## src/fsp_pkg.sv

```systemverilog
// fsp_pkg: constants shared by the flash self-program controller
package fsp_pkg;

  // ==========================================================================
  // clock and timing
  localparam int          FSP_CLK_MHZ     = 40;
  // completion timeout; no figure is given for it, so this is a generous margin
  localparam int          FSP_TIMEOUT_US  = 10000;
  localparam int          FSP_TIMEOUT_CYC = FSP_TIMEOUT_US * FSP_CLK_MHZ;
  // store-program instruction must follow the control write within this many cycles
  localparam logic [2:0]  FSP_WINDOW_CYC  = 3'h4;

  // ==========================================================================
  // flash geometry
  localparam int          FSP_PAGE_WORDS  = 64;
  localparam int          FSP_ADDR_W      = 15;

  // ==========================================================================
  // device control register patterns and bits
  localparam logic [7:0]  FSP_PAT_LOAD    = 8'h01;
  localparam logic [7:0]  FSP_PAT_ERASE   = 8'h03;
  localparam logic [7:0]  FSP_PAT_WRITE   = 8'h05;
  localparam logic [7:0]  FSP_PAT_LOCK    = 8'h09;
  localparam logic [7:0]  FSP_PAT_REEN    = 8'h11;
  localparam logic [7:0]  FSP_PAT_IRQ_EN  = 8'h80;
  localparam int          FSP_BIT_STORE   = 0;
  localparam int          FSP_BIT_BUSY    = 6;
  localparam int          FSP_LOCK_UPPER  = 4;
  localparam logic [1:0]  FSP_LOCK_KEEP   = 2'h3;

  // ==========================================================================
  // controller commands
  localparam logic [2:0]  FSP_CMD_LOAD    = 3'h1;
  localparam logic [2:0]  FSP_CMD_ERASE   = 3'h2;
  localparam logic [2:0]  FSP_CMD_WRITE   = 3'h3;
  localparam logic [2:0]  FSP_CMD_LOCK    = 3'h4;
  localparam logic [2:0]  FSP_CMD_REEN    = 3'h5;

  // ==========================================================================
  // controller register map
  localparam logic [3:0]  FSP_REG_CMD     = 4'h0;
  localparam logic [3:0]  FSP_REG_ADDR    = 4'h1;
  localparam logic [3:0]  FSP_REG_DATA    = 4'h2;
  localparam logic [3:0]  FSP_REG_LOCK    = 4'h3;
  localparam logic [3:0]  FSP_REG_CTRL    = 4'h4;
  localparam logic [3:0]  FSP_REG_STATUS  = 4'h5;
  localparam int          FSP_ERR_ORDER   = 0;
  localparam int          FSP_ERR_DUP     = 1;
  localparam int          FSP_ERR_PART    = 2;
  localparam int          FSP_ERR_TMO     = 3;

endpackage

```

## src/fsp_ctrl.sv

```systemverilog
// fsp_ctrl: boot-loader side controller driving the flash self-program sequencer
`timescale 1ns/1ps
`default_nettype none
// Summary of operation
// - page write refused unless the same page was erased beforehand
// - page write must use the page index of the preceding erase
// - page write refused until every buffer word has been loaded
// - erase: pattern x0000011 then store instruction within four cycles
// - load: pattern x0000001 then store instruction, data pair stored
// - a load to an already loaded word is refused
// - write: pattern x0000101 then store instruction within four cycles
// - page write pointer has all bits outside the page index cleared
// - busy flag cleared by re-enable after write before next section access
// - interrupts held off for the whole self-program operation
// - upper boot lock kept programmed unless boot update is allowed
// - lock set: pattern x0001001 then store, lock bits in low data
module fsp_ctrl #(
  parameter int PAGE_WORDS     = fsp_pkg::FSP_PAGE_WORDS,
  parameter int TIMEOUT_CYCLES = fsp_pkg::FSP_TIMEOUT_CYC
) (
  // clock and reset
  input  wire logic        core_clk,
  input  wire logic        rst,
  // software register port
  input  wire logic [3:0]  reg_addr,
  input  wire logic [15:0] reg_wdata,
  input  wire logic        reg_wr,
  input  wire logic        reg_rd,
  output var  logic [15:0] reg_rdata,
  // device control register and store instruction
  output var  logic        dev_ctl_wr,
  output var  logic [7:0]  dev_ctl_wdata,
  input  wire logic [7:0]  dev_ctl_rdata,
  output var  logic        dev_store,
  output var  logic [15:0] dev_ptr,
  output var  logic [15:0] dev_pair,
  // device events
  input  wire logic        dev_ready_irq,
  input  wire logic        dev_eeprom_wr,
  // status
  output var  logic        busy,
  output var  logic        done,
  output var  logic        irq_block
);

  localparam int ADDR_W = fsp_pkg::FSP_ADDR_W;
  localparam int WORD_W = $clog2(PAGE_WORDS);
  localparam int PAGE_W = ADDR_W - WORD_W;
  localparam int TO_W   = $clog2(TIMEOUT_CYCLES + 1);

  // ==========================================================================
  // elaboration checks
  if (PAGE_WORDS < 2 || PAGE_WORDS > 1024 || (1 << WORD_W) != PAGE_WORDS) begin : g_bad_page
    $error("page size must be a power of two from 2 to 1024");
  end
  if (TIMEOUT_CYCLES < 4) begin : g_bad_tmo
    $error("timeout must be at least four cycles");
  end

  // ==========================================================================
  // state
  typedef enum logic [4:0] {
    S_IDLE = 5'b00001,
    S_CTL  = 5'b00010,
    S_EXEC = 5'b00100,
    S_WAIT = 5'b01000,
    S_DONE = 5'b10000
  } fsp_state_t;

  typedef struct packed {
    fsp_state_t        st;
    logic [ADDR_W-1:0] addr;
    logic [15:0]       data;
    logic [5:0]        lock;
    logic              irq_en;
    logic              allow_boot;
    logic [2:0]        op;
    logic              reen_pend;
    logic [PAGE_W-1:0] er_page;
    logic              er_valid;
    logic              busy;
    logic              done;
    logic [3:0]        err;
    logic [TO_W-1:0]   tmo;
    logic              ctl_wr;
    logic [7:0]        ctl_wdata;
    logic              store;
    logic [15:0]       ptr;
    logic [15:0]       pair;
    logic [15:0]       rdata;
  } fsp_ctl_t;

  fsp_ctl_t          r_reg;
  fsp_ctl_t          r_next;
  logic              win_open;
  logic              win_missed;
  logic              bm_hit;
  logic              bm_full;
  logic              bm_empty;
  logic              bm_set;
  logic              bm_clr;
  logic [WORD_W-1:0] bm_idx;
  logic              fin_ok;

  // ==========================================================================
  // helpers
  fsp_window u_window (
    .core_clk (core_clk),
    .rst      (rst),
    .arm      (r_reg.ctl_wr),
    .fire     (r_reg.store),
    .win_open (win_open),
    .missed   (win_missed)
  );

  fsp_bitmap #(
    .ENTRIES (PAGE_WORDS),
    .IDX_W   (WORD_W)
  ) u_bitmap (
    .core_clk (core_clk),
    .rst      (rst),
    .set      (bm_set),
    .clr      (bm_clr),
    .idx      (bm_idx),
    .hit      (bm_hit),
    .full     (bm_full),
    .empty    (bm_empty)
  );

  // completion seen either as store enable clear or the ready interrupt
  assign fin_ok = r_reg.st == S_WAIT && r_reg.tmo != '0 &&
                  (!dev_ctl_rdata[fsp_pkg::FSP_BIT_STORE] || (r_reg.irq_en && dev_ready_irq));
  assign bm_idx = (r_reg.st == S_IDLE) ? r_reg.addr[WORD_W-1:0] : r_reg.ptr[WORD_W:1];
  assign bm_set = fin_ok && r_reg.op == fsp_pkg::FSP_CMD_LOAD;
  // the device drops the buffer on these events, so the record follows it
  assign bm_clr = (fin_ok && (r_reg.op == fsp_pkg::FSP_CMD_WRITE || r_reg.op == fsp_pkg::FSP_CMD_REEN)) ||
                  (dev_eeprom_wr && !bm_empty);

  // ==========================================================================
  // next state
  always_comb begin
    logic [3:0] err_set;
    logic [3:0] err_clr;
    logic [7:0] pat;
    err_set = 4'h0;
    err_clr = 4'h0;
    pat     = 8'h00;
    r_next  = r_reg;
    r_next.rdata  = 16'h0000;
    r_next.ctl_wr = 1'b0;
    r_next.store  = 1'b0;

    // register writes
    if (reg_wr) begin
      unique case (reg_addr)
        fsp_pkg::FSP_REG_ADDR:   r_next.addr = reg_wdata[ADDR_W-1:0];
        fsp_pkg::FSP_REG_DATA:   r_next.data = reg_wdata;
        fsp_pkg::FSP_REG_LOCK:   r_next.lock = reg_wdata[5:0];
        fsp_pkg::FSP_REG_CTRL: begin
          r_next.irq_en     = reg_wdata[0];
          r_next.allow_boot = reg_wdata[1];
        end
        fsp_pkg::FSP_REG_STATUS: err_clr = reg_wdata[5:2];
        default: ;
      endcase
    end

    // register reads, data in the following cycle only
    if (reg_rd) begin
      unique case (reg_addr)
        fsp_pkg::FSP_REG_ADDR:   r_next.rdata = {1'b0, r_reg.addr};
        fsp_pkg::FSP_REG_DATA:   r_next.rdata = r_reg.data;
        fsp_pkg::FSP_REG_LOCK:   r_next.rdata = {10'h000, r_reg.lock};
        fsp_pkg::FSP_REG_CTRL:   r_next.rdata = {14'h0000, r_reg.allow_boot, r_reg.irq_en};
        fsp_pkg::FSP_REG_STATUS: r_next.rdata = {dev_ctl_rdata, 1'b0, bm_full, r_reg.err, r_reg.done, r_reg.busy};
        default:                 r_next.rdata = 16'h0000;
      endcase
    end

    unique case (r_reg.st)
      S_IDLE: begin
        if (reg_wr && reg_addr == fsp_pkg::FSP_REG_CMD) begin
          r_next.op        = reg_wdata[2:0];
          r_next.reen_pend = 1'b0;
          r_next.ptr       = {r_reg.addr, 1'b0};
          r_next.pair      = r_reg.data;
          r_next.st        = S_CTL;
          unique case (reg_wdata[2:0])
            fsp_pkg::FSP_CMD_LOAD: begin
              if (bm_hit) begin
                err_set[fsp_pkg::FSP_ERR_DUP] = 1'b1;
                r_next.st = S_IDLE;
              end
            end
            fsp_pkg::FSP_CMD_ERASE: ;
            fsp_pkg::FSP_CMD_WRITE: begin
              r_next.ptr = {r_reg.addr[ADDR_W-1:WORD_W], {(WORD_W+1){1'b0}}};
              if (!r_reg.er_valid || r_reg.er_page != r_reg.addr[ADDR_W-1:WORD_W]) begin
                err_set[fsp_pkg::FSP_ERR_ORDER] = 1'b1;
                r_next.st = S_IDLE;
              end else if (!bm_full) begin
                err_set[fsp_pkg::FSP_ERR_PART] = 1'b1;
                r_next.st = S_IDLE;
              end
            end
            fsp_pkg::FSP_CMD_LOCK: begin
              r_next.ptr  = 16'h0001;
              r_next.pair = {8'h00, fsp_pkg::FSP_LOCK_KEEP, r_reg.lock};
              if (!r_reg.allow_boot) begin
                r_next.pair[fsp_pkg::FSP_LOCK_UPPER] = 1'b0;
              end
            end
            fsp_pkg::FSP_CMD_REEN: ;
            default: r_next.st = S_IDLE;
          endcase
          if (r_next.st == S_CTL) begin
            r_next.busy = 1'b1;
            r_next.done = 1'b0;
          end
        end
      end
      S_CTL: begin
        unique case (r_reg.op)
          fsp_pkg::FSP_CMD_LOAD:  pat = fsp_pkg::FSP_PAT_LOAD;
          fsp_pkg::FSP_CMD_ERASE: pat = fsp_pkg::FSP_PAT_ERASE;
          fsp_pkg::FSP_CMD_WRITE: pat = fsp_pkg::FSP_PAT_WRITE;
          fsp_pkg::FSP_CMD_LOCK:  pat = fsp_pkg::FSP_PAT_LOCK;
          default:                pat = fsp_pkg::FSP_PAT_REEN;
        endcase
        r_next.ctl_wdata = pat | (r_reg.irq_en ? fsp_pkg::FSP_PAT_IRQ_EN : 8'h00);
        r_next.ctl_wr    = 1'b1;
        r_next.st        = S_EXEC;
      end
      S_EXEC: begin
        // store goes out the cycle after the control write, first cycle of the window
        r_next.store = 1'b1;
        r_next.tmo   = '0;
        r_next.st    = S_WAIT;
      end
      S_WAIT: begin
        r_next.tmo = r_reg.tmo + TO_W'(1);
        if (fin_ok) begin
          r_next.st = S_DONE;
          if (r_reg.op == fsp_pkg::FSP_CMD_ERASE) begin
            r_next.er_page  = r_reg.ptr[ADDR_W:WORD_W+1];
            r_next.er_valid = 1'b1;
          end
          if (r_reg.op == fsp_pkg::FSP_CMD_WRITE) begin
            r_next.er_valid = 1'b0;
            // busy flag set means the section stays blocked until re-enabled
            if (dev_ctl_rdata[fsp_pkg::FSP_BIT_BUSY]) begin
              r_next.op        = fsp_pkg::FSP_CMD_REEN;
              r_next.reen_pend = 1'b1;
              r_next.st        = S_CTL;
            end
          end
        end else if (r_reg.tmo == TO_W'(TIMEOUT_CYCLES - 1)) begin
          err_set[fsp_pkg::FSP_ERR_TMO] = 1'b1;
          r_next.st = S_DONE;
        end
      end
      S_DONE: begin
        r_next.busy      = 1'b0;
        r_next.done      = 1'b1;
        r_next.reen_pend = 1'b0;
        r_next.st        = S_IDLE;
      end
    endcase

    if (win_missed) begin
      err_set[fsp_pkg::FSP_ERR_TMO] = 1'b1;
    end
    // a hardware set beats a software clear in the same cycle
    r_next.err = (r_reg.err & ~err_clr) | err_set;
  end

  always_ff @(posedge core_clk) begin
    if (rst) begin
      r_reg    <= '0;
      r_reg.st <= S_IDLE;
    end else begin
      r_reg <= r_next;
    end
  end

  // ==========================================================================
  // outputs
  assign reg_rdata     = r_reg.rdata;
  assign dev_ctl_wr    = r_reg.ctl_wr;
  assign dev_ctl_wdata = r_reg.ctl_wdata;
  assign dev_store     = r_reg.store;
  assign dev_ptr       = r_reg.ptr;
  assign dev_pair      = r_reg.pair;
  assign busy          = r_reg.busy;
  assign done          = r_reg.done;
  // interrupts stay off while any operation is under way
  assign irq_block     = r_reg.busy;
endmodule // fsp_ctrl
`default_nettype wire

```

## src/fsp_window.sv

```systemverilog
// fsp_window: three-cycle arming window after a control register write
`timescale 1ns/1ps
`default_nettype none
module fsp_window (
  // clock and reset
  input  wire logic core_clk,
  input  wire logic rst,
  // window control
  input  wire logic arm,
  input  wire logic fire,
  // window state
  output var  logic win_open,
  output var  logic missed
);

  typedef struct packed {
    logic [2:0] cnt;
    logic       open;
    logic       missed;
  } fsp_win_t;

  fsp_win_t r_reg;
  fsp_win_t r_next;

  // ==========================================================================
  // counter
  always_comb begin
    r_next        = r_reg;
    r_next.missed = 1'b0;
    if (arm) begin
      // a fresh control write restarts the count
      r_next.cnt  = 3'h1;
      r_next.open = 1'b1;
    end else if (r_reg.open) begin
      r_next.cnt = r_reg.cnt + 3'h1;
      if (fire) begin
        r_next.open = 1'b0;
      end else if (r_reg.cnt == fsp_pkg::FSP_WINDOW_CYC - 3'h1) begin
        r_next.open   = 1'b0;
        r_next.missed = 1'b1;
      end
    end
  end

  always_ff @(posedge core_clk) begin
    if (rst) begin
      r_reg <= '0;
    end else begin
      r_reg <= r_next;
    end
  end

  assign win_open = r_reg.open;
  assign missed   = r_reg.missed;

endmodule // fsp_window
`default_nettype wire

```

## src/fsp_bitmap.sv

```systemverilog
// fsp_bitmap: record of loaded page buffer locations
`timescale 1ns/1ps
`default_nettype none
module fsp_bitmap #(
  parameter int ENTRIES = 64,
  parameter int IDX_W   = $clog2(ENTRIES)
) (
  // clock and reset
  input  wire logic             core_clk,
  input  wire logic             rst,
  // updates
  input  wire logic             set,
  input  wire logic             clr,
  input  wire logic [IDX_W-1:0] idx,
  // state
  output var  logic             hit,
  output var  logic             full,
  output var  logic             empty
);

  typedef struct packed {
    logic [ENTRIES-1:0] map;
  } fsp_bm_t;

  fsp_bm_t            r_reg;
  fsp_bm_t            r_next;
  logic [ENTRIES-1:0] bits_next;

  // ==========================================================================
  // elaboration checks
  if (ENTRIES < 2 || IDX_W != $clog2(ENTRIES)) begin : g_bad_cfg
    $error("index width must match the entry count");
  end

  // ==========================================================================
  // per-entry update; a clear beats a set because cleared data is lost anyway
  for (genvar i = 0; i < ENTRIES; i++) begin : g_bit
    assign bits_next[i] = !clr && (r_reg.map[i] || (set && idx == IDX_W'(i)));
  end

  always_comb begin
    r_next     = r_reg;
    r_next.map = bits_next;
  end

  always_ff @(posedge core_clk) begin
    if (rst) begin
      r_reg <= '0;
    end else begin
      r_reg <= r_next;
    end
  end

  assign hit   = r_reg.map[idx];
  assign full  = &r_reg.map;
  assign empty = ~|r_reg.map;

endmodule // fsp_bitmap
`default_nettype wire

```

## config.mk

```make
export PLATFORM = sky130hd
export DESIGN_NAME = fsp_ctrl
export DESIGN_NICKNAME = d
export VERILOG_FILES = /design/src/fsp_pkg.sv /design/src/fsp_ctrl.sv /design/src/fsp_window.sv /design/src/fsp_bitmap.sv
export SDC_FILE = /design/constraint.sdc
export NUM_CORES = 1
export LEC_CHECK = 0
export ABC_CLOCK_PERIOD_IN_PS = 2800
export BUFFER_PORTS_ARGS = -buffer_cell sky130_fd_sc_hd__buf_2
export CORE_ASPECT_RATIO = 1.5
export CORE_UTILIZATION = 30
export CTS_BUF_LIST = sky130_fd_sc_hd__clkbuf_8
export DETAILED_ROUTE_END_ITERATION = 7
export HOLD_SLACK_MARGIN = 0.15
export PLACE_DENSITY = 0.46
export SLEW_MARGIN = 20
export SYNTH_ARGS = -nofsm -noshare
export SYNTH_HDL_FRONTEND = slang
export SYNTH_SLANG_ARGS = --single-unit
```

## constraint.sdc

```tcl
create_clock -name core_clk -period 2.8 [get_ports core_clk]
set_input_delay 0.28 -clock core_clk [delete_from_list [all_inputs] [get_ports core_clk]]
set_output_delay 0.28 -clock core_clk [all_outputs]
set_load 0.02 [all_outputs]
```

==> impl_metrics.toml <==
[clock_network]
cts_sinks = 207
worst_skew_pair.late_latency_ns = 0.57
clock_path_buffers = 3
path_clk_slew_ns = 0.06
cts-root-buf = "clkbuf_8"
htree_levels = 2
cts_tree = "yes"
cts-buffers-inserted = 37

[setup_path]
worst-setup-path-type = "flop to flop"
cp_cell_sequence = "buf_4 > nor3_4 > buf_4 > a21oi_1 > o21ai_0 > a41oi_1 > nor4_2 > a2111oi_4 > buf_4 > nand4_1 > a21oi_1"
crit_slowest_cell = "a21oi_1"
start_kind = "flop"
crit_required_ns = 3.29
cp.arrival_ns = 3.15
endpoint_kind = "flop"
crit_fanout = 9
cpPeakStageDelay_ns = 0.48
path_common_cell = "buf_4"

[worst_hold_path]
hold_class = "input port to flop"

[layout]
nNetsFinal = 1328
largest_reg_flops = 80
layout_common_cells = "dfxtp_1 (207), nor2_1 (164), a21oi_1 (161), nand2_1 (143), buf_2 (91)"
area_growth_pct = 20.18
fillers = 3332
drive_gt1_share_pct = 19.06
final_common_cell = "dfxtp_1"
n_antenna_cell = 0

[job]
drv_cap = 0

[floorplanning]
die_y_um = 218.6
core-area_um2 = 30940
pin_count = 95
dieArea_um2 = 32010
start_util_pct = 30.34
die_w_um = 146.4
row_count = 79

[synthesis]
ys_types = 64
synthCells = 1181
syn_area_um2 = 9387
ys_seq_area_share_pct = 44.15
syn_area_per_cell_um2 = 7.948
synth-seq-cells = 207
synth_edf_count = 0
async_flop_share_pct = 0
synth_warnings = 0
synth-main-ff-cell = "dfxtp_1"

[sta]
setup_tns_ns = 0
fmax_mhz = 375.9
slew_headroom_pct = 48.04
tightest_slew_ns = 0.7794
finalCritPeriodShare_pct = 95.01
setup-violations-final = 0
layout_min_cycle_time_ns = 2.660
skew_ns = 0.02591
drv_slew = 0
holdWs_ns = 0.2315
grt_setup_unrepaired = "false"
hold_viol_final = 0

[global_routing]
grt_max_degree = 70
grt_pass1_wl_um = 54150
grtUsageTotal_pct = 22.41
grt_pass1_vias = 8929
antenna_found_initial = 0
gr-total-overflow = 0

[detailed_routing]
dr.pass1.iters = 5
wl_per_cell_um = 20.93
drt-initial-drc-count = 465
drc = 0
vias_per_cell = 5.273
drt-total-wl_um = 36040
route.antenna.remaining_nets = 0
vias = 9080

[outcome]
outcome = "finished clean"

[placed_design]
globalplace.congestion = 0.9652
dp_hpwl_um = 26420
io_buffers = 92

[power_and_ir_drop]
ir_drop_mv = 0.3075
p_per_area_nw_per_um2 = 597.9
leakage_uw = 0.004199
==> per-layer routing <==
metal | routed length [µm] | GRT usage, % | up-vias
met4 | 2440 | 15.28 | 0
met1 | 13180 | 22.87 | 4363
li1 | - | - | 4381
met3 | 1393 | 3.779 | 93
met5 | 0 | 0 | -
met2 | 19030 | 41.56 | 243
==> worst max-delay path: cells and delay by family (launching register included) <==
| family | cells | cell delay, ns |
|---|---|---|
| simple gates | 3 | 0.24 |
| flops | 1 | 0.34 |
| buf+inv | 3 | 0.47 |
| compound gates | 5 | 1.54 |
==> per-stage QoR <==
step | cells | util (%) | total power, µW | setup slack [ns] | instance area [µm²]
finish | 1722 | 36.46 | 6745 | 0.1396 | 11280
global route | 1722 | 36.46 | 7059 | 0.007569 | 11280
floorplan | 1182 | - | 3628 | 0.3555 | 9390
CTS | 1721 | 36.31 | 6818 | 0.05540 | 11230
detailed placement | 1629 | 33.17 | 3992 | 0.05705 | 10260
global placement | 1629 | 33.17 | 3992 | 0.09381 | 10260
==> cell families (layout without fill, tap and decap cells) <==
family | count (synthesis) | in the layout | synth area share [%]
AOI/OAI and AO/OA | 314 | 314 | 20.07
buffers and inverters | 139 | 274 | 8.065
and+or+nand+nor | 491 | 491 | 24.62
xor gates and xnor gates | 12 | 12 | 1.120
other | 1 | 2 | 0.03995
adders and majority gates | 4 | 4 | 0.5332
muxes | 13 | 13 | 1.400
DFF | 207 | 207 | 44.15
==> final cells by class <==
cell class	instances	area (µm²)	share of cell area, %
Sequential cell	207	4144	36.73
Multi-Input combinational cell	836	4557	40.39
Timing Repair Buffer	195	1314	11.65
Clock buffer	44	605.6	5.368
Clock inverter	22	105.1	0.9317
Inverter	13	48.80	0.4326
Tap cell	405	506.7	4.492
==> cell usage after synthesis, drive strengths merged, types with 6 or more instances <==
cell type	n	share of area, %
xor2	9	0.84
a41oi	12	1.1
and2	6	0.40
clkbuf	55	2.2
nand2	143	5.7
a311oi	10	0.93
a31oi	7	0.47
dfxtp	207	44
nand2b	7	0.47
buf	71	5.3
nand4	27	1.8
or2	6	0.40
mux2i	12	1.3
nor4	36	2.7
a222oi	13	1.4
and3	6	0.40
nor2	167	6.7
nor3	18	1.1
nand3	47	2.6
inv	13	0.52
a22oi	16	1.3
nand3b	7	0.56
a21oi	164	8.8
o21ai	68	3.6
==> repair_timing <==
item	in CTS	in global routing
buffers inserted	0	1
hold endpoints to repair	57	0
endpoints found under the setup margin	0	5
hold buffers	26	0
gates resized for setup	0	9
==> where the power goes <==
group	total, µW	internal (µW)	switching (µW)
sequential	3010	2980	27.9
clock	2760	1430	1330
combinational	973	329	644
==> worst paths after layout <==
path	startpoint	endpoint	slack, ns	cells past startpoint
worst min-delay path	reg_addr[0]	r_reg[98]	0.23	5
worst min register to register	dev_ctl_wdata[0]	dev_ctl_wdata[0]	0.45	2
worst max register to register	r_reg[138]	r_reg[78]	0.14	11
worst max-delay path	r_reg[138]	r_reg[78]	0.14	11
Note: power is estimated with default switching activity, not from simulation.
